### src/verilog/mfsr_map.vh
// register offsets, bit positions and reset values of the fault status bank
`ifndef MFSR_MAP_VH
`define MFSR_MAP_VH

// ------------------------------------------------------------
// register offsets
// ------------------------------------------------------------
`define MFSR_GATE_DRIVER_FAULT_OFS 8'hE0
`define MFSR_CONTROLLER_FAULT_OFS 8'hE2

// ------------------------------------------------------------
// reset values
// ------------------------------------------------------------
`define MFSR_GATE_DRIVER_FAULT_RST 32'h00000000
`define MFSR_CONTROLLER_FAULT_RST 32'h00000000

// ------------------------------------------------------------
// controller fault register bit positions
// ------------------------------------------------------------
`define MFSR_CF_SUMMARY 31
`define MFSR_CF_POS_FREQ 29
`define MFSR_CF_POS_T1 28
`define MFSR_CF_POS_T2 27
`define MFSR_CF_BUS_ILIMIT 26
`define MFSR_CF_MEAS_RL 25
`define MFSR_CF_MEAS_EMF 24
`define MFSR_CF_SPEED_LOCK 23
`define MFSR_CF_EMF_LOCK 22
`define MFSR_CF_NO_MOTOR 21
`define MFSR_CF_LOCK_ANY 20
`define MFSR_CF_LOCK_ILIMIT 19
`define MFSR_CF_HARD_ILIMIT 18
`define MFSR_CF_SUPPLY_LOW 17
`define MFSR_CF_SUPPLY_HIGH 16
`define MFSR_CF_SPEED_SAT 15
`define MFSR_CF_CURRENT_SAT 14
`define MFSR_CF_WATCHDOG 3

// ------------------------------------------------------------
// gate driver fault register bit positions
// ------------------------------------------------------------
`define MFSR_GD_SUMMARY 31
`define MFSR_GD_OC_HC 21
`define MFSR_GD_OC_LC 20
`define MFSR_GD_OC_HB 19
`define MFSR_GD_OC_LB 18
`define MFSR_GD_OC_HA 17
`define MFSR_GD_OC_LA 16
`define MFSR_GD_OTP_ERR 14
`define MFSR_GD_SW_OC 13
`define MFSR_GD_SW_UV 12
`define MFSR_GD_CP_LOW 11

`endif

### src/verilog/mfsr_fault_status_regs.v
// read-only fault status register bank of the motor controller
`timescale 1ns/1ns
`include "mfsr_map.vh"

module mfsr_fault_status_regs #(
  parameter ADDR_W = 8
) (
  // clock and reset
  input wire sys_clk,
  input wire srst,
  // host register port
  input wire host_rd_en,
  input wire host_wr_en,
  input wire [ADDR_W-1:0] host_addr,
  input wire [31:0] host_wr_data,
  output reg [31:0] host_rd_data,
  output reg host_ack,
  // controller fault conditions
  input wire pos_detect_freq_error,
  input wire pos_detect_timer1_error,
  input wire pos_detect_timer2_error,
  input wire bus_current_limit_active,
  input wire param_meas_rl_error,
  input wire param_meas_emf_error,
  input wire abnormal_rotor_speed_lock,
  input wire abnormal_emf_lock,
  input wire motor_absent_error,
  input wire lock_current_limit_error,
  input wire hard_lock_current_limit_error,
  input wire supply_low_error,
  input wire supply_high_error,
  input wire speed_loop_saturated,
  input wire current_loop_saturated,
  input wire watchdog_timeout,
  // gate driver fault conditions
  input wire phase_c_high_overcurrent,
  input wire phase_c_low_overcurrent,
  input wire phase_b_high_overcurrent,
  input wire phase_b_low_overcurrent,
  input wire phase_a_high_overcurrent,
  input wire phase_a_low_overcurrent,
  input wire otp_memory_error,
  input wire switcher_overcurrent,
  input wire switcher_undervoltage,
  input wire charge_pump_low,
  // summaries for the fault pin logic
  output wire controller_fault_any,
  output wire gate_driver_fault_any
);

  // ------------------------------------------------------------
  // constants
  // ------------------------------------------------------------
  // offsets sized to the host address port; the reset words are
  // sliced per flag so each flop starts at its register's reset
  // value
  localparam [ADDR_W-1:0] CTRL_OFS = `MFSR_CONTROLLER_FAULT_OFS;
  localparam [ADDR_W-1:0] GATE_OFS = `MFSR_GATE_DRIVER_FAULT_OFS;
  localparam [31:0] CTRL_RST = `MFSR_CONTROLLER_FAULT_RST;
  localparam [31:0] GATE_RST = `MFSR_GATE_DRIVER_FAULT_RST;

  // ------------------------------------------------------------
  // host request decode
  // ------------------------------------------------------------
  wire host_req;
  wire sel_ctrl;
  wire sel_gate;
  wire unused_wr;

  assign host_req = host_rd_en | host_wr_en;
  assign sel_ctrl = (host_addr == CTRL_OFS);
  assign sel_gate = (host_addr == GATE_OFS);

  // ------------------------------------------------------------
  // controller fault flags
  // ------------------------------------------------------------
  // each flag is its own flop that mirrors its detector one cycle
  // late; the detectors own latching and recovery, so there is no
  // clear path and a read has no side effect
  reg pos_freq_flag;
  reg pos_t1_flag;
  reg pos_t2_flag;
  reg bus_ilimit_flag;
  reg meas_rl_flag;
  reg meas_emf_flag;
  reg speed_lock_flag;
  reg emf_lock_flag;
  reg motor_absent_flag;
  reg lock_any_flag;
  reg lock_ilimit_flag;
  reg hard_ilimit_flag;
  reg supply_low_flag;
  reg supply_high_flag;
  reg speed_sat_flag;
  reg current_sat_flag;
  reg watchdog_flag;
  reg ctrl_summary_flag;
  wire rotor_lock_any;
  wire next_ctrl_summary;

  assign rotor_lock_any = abnormal_rotor_speed_lock | abnormal_emf_lock |
    motor_absent_error | lock_current_limit_error | hard_lock_current_limit_error;

  // controller summary
  // built from the causes rather than the flops, so the summary
  // changes in the same cycle as the flags it covers
  assign next_ctrl_summary = pos_detect_freq_error | pos_detect_timer1_error |
    pos_detect_timer2_error | bus_current_limit_active | param_meas_rl_error |
    param_meas_emf_error | rotor_lock_any | supply_low_error | supply_high_error |
    speed_loop_saturated | current_loop_saturated | watchdog_timeout;

  always @(posedge sys_clk) begin
    if (srst) begin
      pos_freq_flag <= CTRL_RST[`MFSR_CF_POS_FREQ];
      pos_t1_flag <= CTRL_RST[`MFSR_CF_POS_T1];
      pos_t2_flag <= CTRL_RST[`MFSR_CF_POS_T2];
      bus_ilimit_flag <= CTRL_RST[`MFSR_CF_BUS_ILIMIT];
      meas_rl_flag <= CTRL_RST[`MFSR_CF_MEAS_RL];
      meas_emf_flag <= CTRL_RST[`MFSR_CF_MEAS_EMF];
      speed_lock_flag <= CTRL_RST[`MFSR_CF_SPEED_LOCK];
      emf_lock_flag <= CTRL_RST[`MFSR_CF_EMF_LOCK];
      motor_absent_flag <= CTRL_RST[`MFSR_CF_NO_MOTOR];
      lock_any_flag <= CTRL_RST[`MFSR_CF_LOCK_ANY];
      lock_ilimit_flag <= CTRL_RST[`MFSR_CF_LOCK_ILIMIT];
      hard_ilimit_flag <= CTRL_RST[`MFSR_CF_HARD_ILIMIT];
      supply_low_flag <= CTRL_RST[`MFSR_CF_SUPPLY_LOW];
      supply_high_flag <= CTRL_RST[`MFSR_CF_SUPPLY_HIGH];
      speed_sat_flag <= CTRL_RST[`MFSR_CF_SPEED_SAT];
      current_sat_flag <= CTRL_RST[`MFSR_CF_CURRENT_SAT];
      watchdog_flag <= CTRL_RST[`MFSR_CF_WATCHDOG];
      ctrl_summary_flag <= CTRL_RST[`MFSR_CF_SUMMARY];
    end else begin
      pos_freq_flag <= pos_detect_freq_error;
      pos_t1_flag <= pos_detect_timer1_error;
      pos_t2_flag <= pos_detect_timer2_error;
      bus_ilimit_flag <= bus_current_limit_active;
      meas_rl_flag <= param_meas_rl_error;
      meas_emf_flag <= param_meas_emf_error;
      speed_lock_flag <= abnormal_rotor_speed_lock;
      emf_lock_flag <= abnormal_emf_lock;
      motor_absent_flag <= motor_absent_error;
      lock_any_flag <= rotor_lock_any;
      lock_ilimit_flag <= lock_current_limit_error;
      hard_ilimit_flag <= hard_lock_current_limit_error;
      supply_low_flag <= supply_low_error;
      supply_high_flag <= supply_high_error;
      speed_sat_flag <= speed_loop_saturated;
      current_sat_flag <= current_loop_saturated;
      watchdog_flag <= watchdog_timeout;
      ctrl_summary_flag <= next_ctrl_summary;
    end
  end

  // ------------------------------------------------------------
  // gate driver fault flags
  // ------------------------------------------------------------
  // bits 30 to 22 hold faults whose detectors sit outside this
  // bank, so they read zero here
  reg oc_hc_flag;
  reg oc_lc_flag;
  reg oc_hb_flag;
  reg oc_lb_flag;
  reg oc_ha_flag;
  reg oc_la_flag;
  reg otp_err_flag;
  reg sw_oc_flag;
  reg sw_uv_flag;
  reg cp_low_flag;
  reg gate_summary_flag;
  wire next_gate_summary;

  assign next_gate_summary = phase_c_high_overcurrent | phase_c_low_overcurrent |
    phase_b_high_overcurrent | phase_b_low_overcurrent | phase_a_high_overcurrent |
    phase_a_low_overcurrent | otp_memory_error | switcher_overcurrent |
    switcher_undervoltage | charge_pump_low;

  always @(posedge sys_clk) begin
    if (srst) begin
      oc_hc_flag <= GATE_RST[`MFSR_GD_OC_HC];
      oc_lc_flag <= GATE_RST[`MFSR_GD_OC_LC];
      oc_hb_flag <= GATE_RST[`MFSR_GD_OC_HB];
      oc_lb_flag <= GATE_RST[`MFSR_GD_OC_LB];
      oc_ha_flag <= GATE_RST[`MFSR_GD_OC_HA];
      oc_la_flag <= GATE_RST[`MFSR_GD_OC_LA];
      otp_err_flag <= GATE_RST[`MFSR_GD_OTP_ERR];
      sw_oc_flag <= GATE_RST[`MFSR_GD_SW_OC];
      sw_uv_flag <= GATE_RST[`MFSR_GD_SW_UV];
      cp_low_flag <= GATE_RST[`MFSR_GD_CP_LOW];
      gate_summary_flag <= GATE_RST[`MFSR_GD_SUMMARY];
    end else begin
      oc_hc_flag <= phase_c_high_overcurrent;
      oc_lc_flag <= phase_c_low_overcurrent;
      oc_hb_flag <= phase_b_high_overcurrent;
      oc_lb_flag <= phase_b_low_overcurrent;
      oc_ha_flag <= phase_a_high_overcurrent;
      oc_la_flag <= phase_a_low_overcurrent;
      otp_err_flag <= otp_memory_error;
      sw_oc_flag <= switcher_overcurrent;
      sw_uv_flag <= switcher_undervoltage;
      cp_low_flag <= charge_pump_low;
      gate_summary_flag <= next_gate_summary;
    end
  end

  // ------------------------------------------------------------
  // register words
  // ------------------------------------------------------------
  // pure wiring from the flag flops; every bit not named here is
  // reserved and reads zero
  reg [31:0] controller_fault_flags;
  reg [31:0] gate_driver_fault_flags;
  reg [31:0] next_rd_data;

  always @* begin
    controller_fault_flags = 32'h00000000;
    controller_fault_flags[`MFSR_CF_SUMMARY] = ctrl_summary_flag;
    controller_fault_flags[`MFSR_CF_POS_FREQ] = pos_freq_flag;
    controller_fault_flags[`MFSR_CF_POS_T1] = pos_t1_flag;
    controller_fault_flags[`MFSR_CF_POS_T2] = pos_t2_flag;
    controller_fault_flags[`MFSR_CF_BUS_ILIMIT] = bus_ilimit_flag;
    controller_fault_flags[`MFSR_CF_MEAS_RL] = meas_rl_flag;
    controller_fault_flags[`MFSR_CF_MEAS_EMF] = meas_emf_flag;
    controller_fault_flags[`MFSR_CF_SPEED_LOCK] = speed_lock_flag;
    controller_fault_flags[`MFSR_CF_EMF_LOCK] = emf_lock_flag;
    controller_fault_flags[`MFSR_CF_NO_MOTOR] = motor_absent_flag;
    controller_fault_flags[`MFSR_CF_LOCK_ANY] = lock_any_flag;
    controller_fault_flags[`MFSR_CF_LOCK_ILIMIT] = lock_ilimit_flag;
    controller_fault_flags[`MFSR_CF_HARD_ILIMIT] = hard_ilimit_flag;
    controller_fault_flags[`MFSR_CF_SUPPLY_LOW] = supply_low_flag;
    controller_fault_flags[`MFSR_CF_SUPPLY_HIGH] = supply_high_flag;
    controller_fault_flags[`MFSR_CF_SPEED_SAT] = speed_sat_flag;
    controller_fault_flags[`MFSR_CF_CURRENT_SAT] = current_sat_flag;
    controller_fault_flags[`MFSR_CF_WATCHDOG] = watchdog_flag;
  end

  always @* begin
    gate_driver_fault_flags = 32'h00000000;
    gate_driver_fault_flags[`MFSR_GD_SUMMARY] = gate_summary_flag;
    gate_driver_fault_flags[`MFSR_GD_OC_HC] = oc_hc_flag;
    gate_driver_fault_flags[`MFSR_GD_OC_LC] = oc_lc_flag;
    gate_driver_fault_flags[`MFSR_GD_OC_HB] = oc_hb_flag;
    gate_driver_fault_flags[`MFSR_GD_OC_LB] = oc_lb_flag;
    gate_driver_fault_flags[`MFSR_GD_OC_HA] = oc_ha_flag;
    gate_driver_fault_flags[`MFSR_GD_OC_LA] = oc_la_flag;
    gate_driver_fault_flags[`MFSR_GD_OTP_ERR] = otp_err_flag;
    gate_driver_fault_flags[`MFSR_GD_SW_OC] = sw_oc_flag;
    gate_driver_fault_flags[`MFSR_GD_SW_UV] = sw_uv_flag;
    gate_driver_fault_flags[`MFSR_GD_CP_LOW] = cp_low_flag;
  end

  assign controller_fault_any = ctrl_summary_flag;
  assign gate_driver_fault_any = gate_summary_flag;

  // ------------------------------------------------------------
  // host port
  // ------------------------------------------------------------
  // reads and writes answer one cycle later; back-to-back
  // requests on every cycle are fine
  // unmapped reads zero
  always @* begin
    next_rd_data = 32'h00000000;
    if (sel_ctrl) begin
      next_rd_data = controller_fault_flags;
    end else if (sel_gate) begin
      next_rd_data = gate_driver_fault_flags;
    end
  end

  always @(posedge sys_clk) begin
    if (srst) begin
      host_rd_data <= 32'h00000000;
      host_ack <= 1'b0;
    end else begin
      host_ack <= host_req;
      // read data holds until the next read, so a write between
      // reads leaves the last answer visible
      if (host_rd_en) begin
        host_rd_data <= next_rd_data;
      end
    end
  end

  // writes acknowledged only
  // write data has no destination in a read-only bank
  assign unused_wr = host_wr_en & (^host_wr_data);

endmodule // mfsr_fault_status_regs

### config.mk
export PLATFORM = sky130hd
export DESIGN_NAME = mfsr_fault_status_regs
export DESIGN_NICKNAME = d
export VERILOG_FILES = /design/src/verilog/mfsr_fault_status_regs.v
export VERILOG_INCLUDE_DIRS = /design/src /design/src/verilog
export SDC_FILE = /design/constraint.sdc
export NUM_CORES = 1
export LEC_CHECK = 0
export BUFFER_PORTS_ARGS = -buffer_cell sky130_fd_sc_hd__buf_2
export CAP_MARGIN = 20
export CELL_PAD_IN_SITES_DETAIL_PLACEMENT = 1
export CELL_PAD_IN_SITES_GLOBAL_PLACEMENT = 1
export CORE_UTILIZATION = 36
export CTS_BUF_LIST = sky130_fd_sc_hd__clkbuf_8
export CTS_CLUSTER_DIAMETER = 60
export DETAILED_ROUTE_END_ITERATION = 16
export PLACE_DENSITY_LB_ADDON = 0.08
export SLEW_MARGIN = 20
export SYNTH_ARGS = -nofsm -noshare
export SYNTH_HDL_FRONTEND = slang
export SYNTH_SLANG_ARGS = --single-unit
### constraint.sdc
create_clock -name sys_clk -period 3.48 [get_ports sys_clk]
set_clock_uncertainty 0.15 [all_clocks]
set_input_delay 0.174 -clock sys_clk [delete_from_list [all_inputs] [get_ports sys_clk]]
set_output_delay 0.174 -clock sys_clk [all_outputs]
set_load 0.05 [all_outputs]
# Word level (Yosys, flattened, before mapping)
# Cells that the tools add are included.
dict set report word_totals {
  regBits 62
  wordCells 60
}
dict set report op_classes {
  eq_ne 2
  muxes 2
  bitwise_logic 25
}
# operator count
set op_table {}
lappend op_table {{32-bit 2-to-1 mux} 2}
lappend op_table {{1-bit OR} 25}
lappend op_table {{8-bit equality test (second input constant)} 2}

# Depth between registers and ports, before layout
dict set report depth {
  ltp_word 11
  depth_mapped 4
  mapped_depth_nobuf 3
}

# Worst setup path after synthesis
# OpenSTA, ideal clock, no wires.
dict set report synth_path {
  path_type {input port to flip-flop}
  from {input port host_addr[0]}
  to {register host_rd_data[14]}
  setup_time_ns 0.089
  arrival_time_ns 1.164
  setup_slack_ns 2.077
  cell_stages 4
  n_path_buf 1
  cell_sequence {or3b_4 or2_0 buf_6 o32ai_2}
}
dict set report synth_via {
  elab_chain_cells 3
}
# element line
set synth_rtl {}
lappend synth_rtl {{start, declared} mfsr_fault_status_regs.v:14} ;# input wire [ADDR_W-1:0] host_addr,
lappend synth_rtl {{8-bit equality test} mfsr_fault_status_regs.v:72} ;# assign sel_gate = (host_addr == GATE_OFS);
lappend synth_rtl {{32-bit 2-to-1 mux} mfsr_fault_status_regs.v:264} ;# end else if (sel_gate) begin
lappend synth_rtl {{32-bit 2-to-1 mux (*)} mfsr_fault_status_regs.v:262} ;# if (sel_ctrl) begin
lappend synth_rtl {{end signal, assigned} mfsr_fault_status_regs.v:278} ;# host_rd_data <= next_rd_data;
lappend synth_rtl {{end, declared} mfsr_fault_status_regs.v:16} ;# output reg [31:0] host_rd_data,
# Mark *: on every way between the ends. The rest lies on a longest branch, timed or not.
# A chain may end at the register's enable or synchronous reset.

# Worst setup path in the final report
dict set report layout_path {
  from {input port abnormal_rotor_speed_lock}
  to {register ctrl_summary_flag (netlist: controller_fault_any)}
}
dict set report layout_via {
  elab_chain_cells 10
}
# element line
set layout_rtl {}
lappend layout_rtl {{start, declared} mfsr_fault_status_regs.v:25} ;# input wire abnormal_rotor_speed_lock,
lappend layout_rtl {{1-bit OR (2 in a row)} mfsr_fault_status_regs.v:101} ;# assign rotor_lock_any = abnormal_rotor_speed_lock | abnormal_emf_lock |
lappend layout_rtl {{1-bit OR (2 in a row)} mfsr_fault_status_regs.v:102} ;# motor_absent_error | lock_current_limit_error | hard_lock_current_limit_error;
lappend layout_rtl {{1-bit OR (4 in a row)} mfsr_fault_status_regs.v:109} ;# param_meas_emf_error | rotor_lock_any | supply_low_error | supply_high_error |
lappend layout_rtl {{1-bit OR (2 in a row)} mfsr_fault_status_regs.v:110} ;# speed_loop_saturated | current_loop_saturated | watchdog_timeout;
lappend layout_rtl {{end signal, assigned} mfsr_fault_status_regs.v:131} ;# ctrl_summary_flag <= CTRL_RST[`MFSR_CF_SUMMARY];
lappend layout_rtl {{end signal, assigned} mfsr_fault_status_regs.v:150} ;# ctrl_summary_flag <= next_ctrl_summary;
lappend layout_rtl {{end, declared} mfsr_fault_status_regs.v:97} ;# reg ctrl_summary_flag;
# Every way passes these cells.

==> metrics.md <==
| Metric | Value |
|---|---|
| # port buffers | `61` |
| Global-route wire length before repair | `6.53 mm` |
| IO Pins | `105` |
| Initial DRC count | `15` |
| Post-synth EDFFs | `0` |
| DRC viols | `0` |
| Top_reg_cell synth | `dfxtp_1` |
| Final min period | `1.63 ns` |
| Core area | `0.00482 mm^2` |
| Net Sw Frac | `0.239` |
| Gr usage total | `0.161` |
| Sw power | `0.000264 W` |
| Clock Power Share | `0.331` |
| Initial antenna violation count | `0` |
| Detailed-route wire length | `4.17 mm` |
| Largest net degree at the start of global routing | `43` |
| Deepest clock path buffer count | `2` |
| DIE AREA | `0.00541 mm^2` |
| Pwr dens | `437 mW/mm^2` |
| DR WL/cell | `13.4 um` |
| Worst path required time | `3.48 ns` |
| Max frequency | `612 MHz` |
| Top fanout value on the critical path | `2` |
| Final period utilization | `0.469` |
| Distinct cells, synth | `21` |
| R2R Setup Slk | `2.55 ns` |
| Final Hold Vio Count | `0` |
| Final setup violation count | `0` |
| Layout cell share with drive strength beyond 1 | `0.328` |
| Int Pwr | `0.000837 W` |
| P_leak | `1.10 nW` |
| Max-slew violations | `0` |
| Final nets | `313` |
| Max reg flops | `21` |
| Worst reg2reg path depth | `2` |
| Synth async-reset ratio | `0` |
| Routability cong. | `0.690` |
| Reg-to-Reg End | `host_rd_data[31]` |
| H-tree levels | `2` |
| Pwr Total | `0.00110 W` |
| Post-CTS setup buffer count | `0` |
| Sequential Power Share | `0.552` |
| Warning count from the yosys run | `0` |
| Die Span Y | `73.6 um` |
| Clock root cell | `clkbuf_8` |
| Routed Antenna Nets | `0` |
| Post-synth top area share | `0.554` |
| Hold Crit Start | `host_rd_en` |
| Clock sink count | `51` |
| Synth Area per Inst | `11.7 um^2` |
| Synth top area cells | `dfxtp_1, nor2b_1, o32ai_2` |
| Total gr overflow | `0` |
| Hold Path Sink | `host_ack` |
| WP data arrival | `1.63 ns` |
| Num CTS Buffers | `5` |
| Top post-synthesis cells by count | `dfxtp_1, nor2b_1, a22o_1` |
| Post-CTS Resized | `0` |
| Sequential fraction of the synthesis area | `0.554` |
| Hold depth | `3` |
| Worst-margin pin slew | `0.837 ns` |
| Area grow syn2layout | `36.6%` |
| Synthesized instance count | `158` |
| Skew-Pair Late Insertion Delay | `0.30 ns` |
| Number of vias per cell | `4.58` |
| Storage cell area | `0.00102 mm^2` |
| Synthesized area | `0.00184 mm^2` |
| Die W | `73.6 um` |
| Post-synth top area cell | `dfxtp_1` |
| TritonCTS clock tree | `built` |
| Crit Path Category | `in2reg` |
| # rows | `25` |
| Vias | `1423` |
| Setup TNS | `0 ns` |
| Drt pass-1 iters | `3` |
| Fill cells | `575` |
| Status | `finished clean` |
| Post-synthesis register bit count | `51` |
| Combinational Power Share | `0.118` |
| Relative slew margins | `0.440` |
| Initial core utilization | `0.383` |
| RSZ-0062 raised after global routing | `no` |
| Worst min-delay path class | `in2reg` |
| Final HPWL DP | `2.90 mm` |
| Reg2reg start | `controller_fault_any` |
| ANT cells | `0` |
| VDD IR-drop max | `0.237 mV` |
| Endpoint class of the critical path | `register` |
| Multi-input gate area | `734 um^2` |
| Clock slew at reported path FFs | `0.09 ns` |
| Startpoint Class | `input pin` |
| Vias in the first global route | `1482` |
| Max-cap viol count | `0` |
| Top reg by flops | `host_rd_data` |
| Top-count cell post-synth | `dfxtp_1` |
-- layout make-up --
class,count,area share
clock buffers,7,0.0383
clock inverters,1,0.00298
multi-input cells,97,0.292
flip-flops and latches,51,0.405
well taps,67,0.0333
repair buffers,88,0.229
-- cells in the final DEF (no fill, tap or decap) --
| master | count |
|---|---|
| a31oi_1 | 2 |
| conb_1 | 11 |
| a22o_1 | 13 |
| nand2_1 | 1 |
| clkbuf_8 | 7 |
| o32ai_2 | 8 |
| nor3_1 | 1 |
| buf_2 | 61 |
| or3b_4 | 1 |
| nand2b_1 | 10 |
| or4_1 | 3 |
| or2_0 | 1 |
| nor2_1 | 7 |
| dlygate4sd3_1 | 27 |
| nor4_4 | 1 |
| clkinvlp_4 | 1 |
| nor2b_1 | 26 |
| nand4bb_2 | 1 |
| mux2i_1 | 8 |
| dfxtp_1 | 51 |
| nor4_1 | 3 |
-- cells by family after synthesis --
kind of cell,count (synthesis),synth area share
AND/OR/NAND/NOR,55,0.193
AO/OA/AOI/OAI,23,0.139
buffers and inverters,20,0.0685
multiplexers,8,0.0434
other,1,0.00203
flip-flops,51,0.554
-- per-layer routing --
metal  vias to the layer above  track usage  wire [um]
li1                        696            -          -
met1                       674        0.173       1740
met5                         -            0          0
met4                         0       0.0513         38
met2                        49        0.308       2170
met3                         4       0.0384        219
-- how the worst max path moves through the flow --
stage | startpoint | to | slack, ns
2_1_floorplan | host_addr[0] | host_rd_data[14] | 2.08
3_3_place_gp | srst | host_rd_data[25] | 1.68
3_5_place_dp | srst | host_rd_data[13] | 1.63
4_1_cts | abnormal_rotor_speed_lock | controller_fault_any | 1.85
5_1_grt | abnormal_rotor_speed_lock | controller_fault_any | 1.77
6_report | abnormal_rotor_speed_lock | controller_fault_any | 1.85
-- what timing repair did --
| action | CTS | global route |
|---|---|---|
| hold buffers | 27 | 0 |
| endpoints found under the setup margin | 0 | 0 |
| hold endpoints to repair | 28 | 0 |
-- per-stage QoR --
| stage | area, um^2 | hold WS (ns) | setup slack (ns) | cells | util |
|---|---|---|---|---|---|
| floorplan | 1880 | 0.140 | 2.08 | 168 | - |
| global placement | 2140 | 0.227 | 1.68 | 276 | 0.445 |
| detailed placement | 2140 | 0.237 | 1.63 | 276 | 0.445 |
| CTS | 2520 | 0.0919 | 1.85 | 311 | 0.523 |
| global route | 2520 | 0.144 | 1.77 | 311 | 0.523 |
| finish | 2520 | 0.0978 | 1.85 | 311 | 0.523 |
-- critical path, stage by stage --
cell and delay, ns:
dlygate4sd3_1 0.53, buf_2 0.12, or4_1 0.51, nor2_1 0.19
a31oi_1 0.10
-- power groups by stage --
stage / sequential [W] / clock (W) / combinational (W)
CTS: 0.000608 / 0.000379 / 0.000130
global route: 0.000610 / 0.000400 / 0.000139
finish: 0.000607 / 0.000364 / 0.000129
floorplan: 0.000627 / 0 / 0.0000752
global placement: 0.000621 / 0 / 0.000104
detailed placement: 0.000622 / 0 / 0.000106
Note: power is estimated with default switching activity, not from simulation.
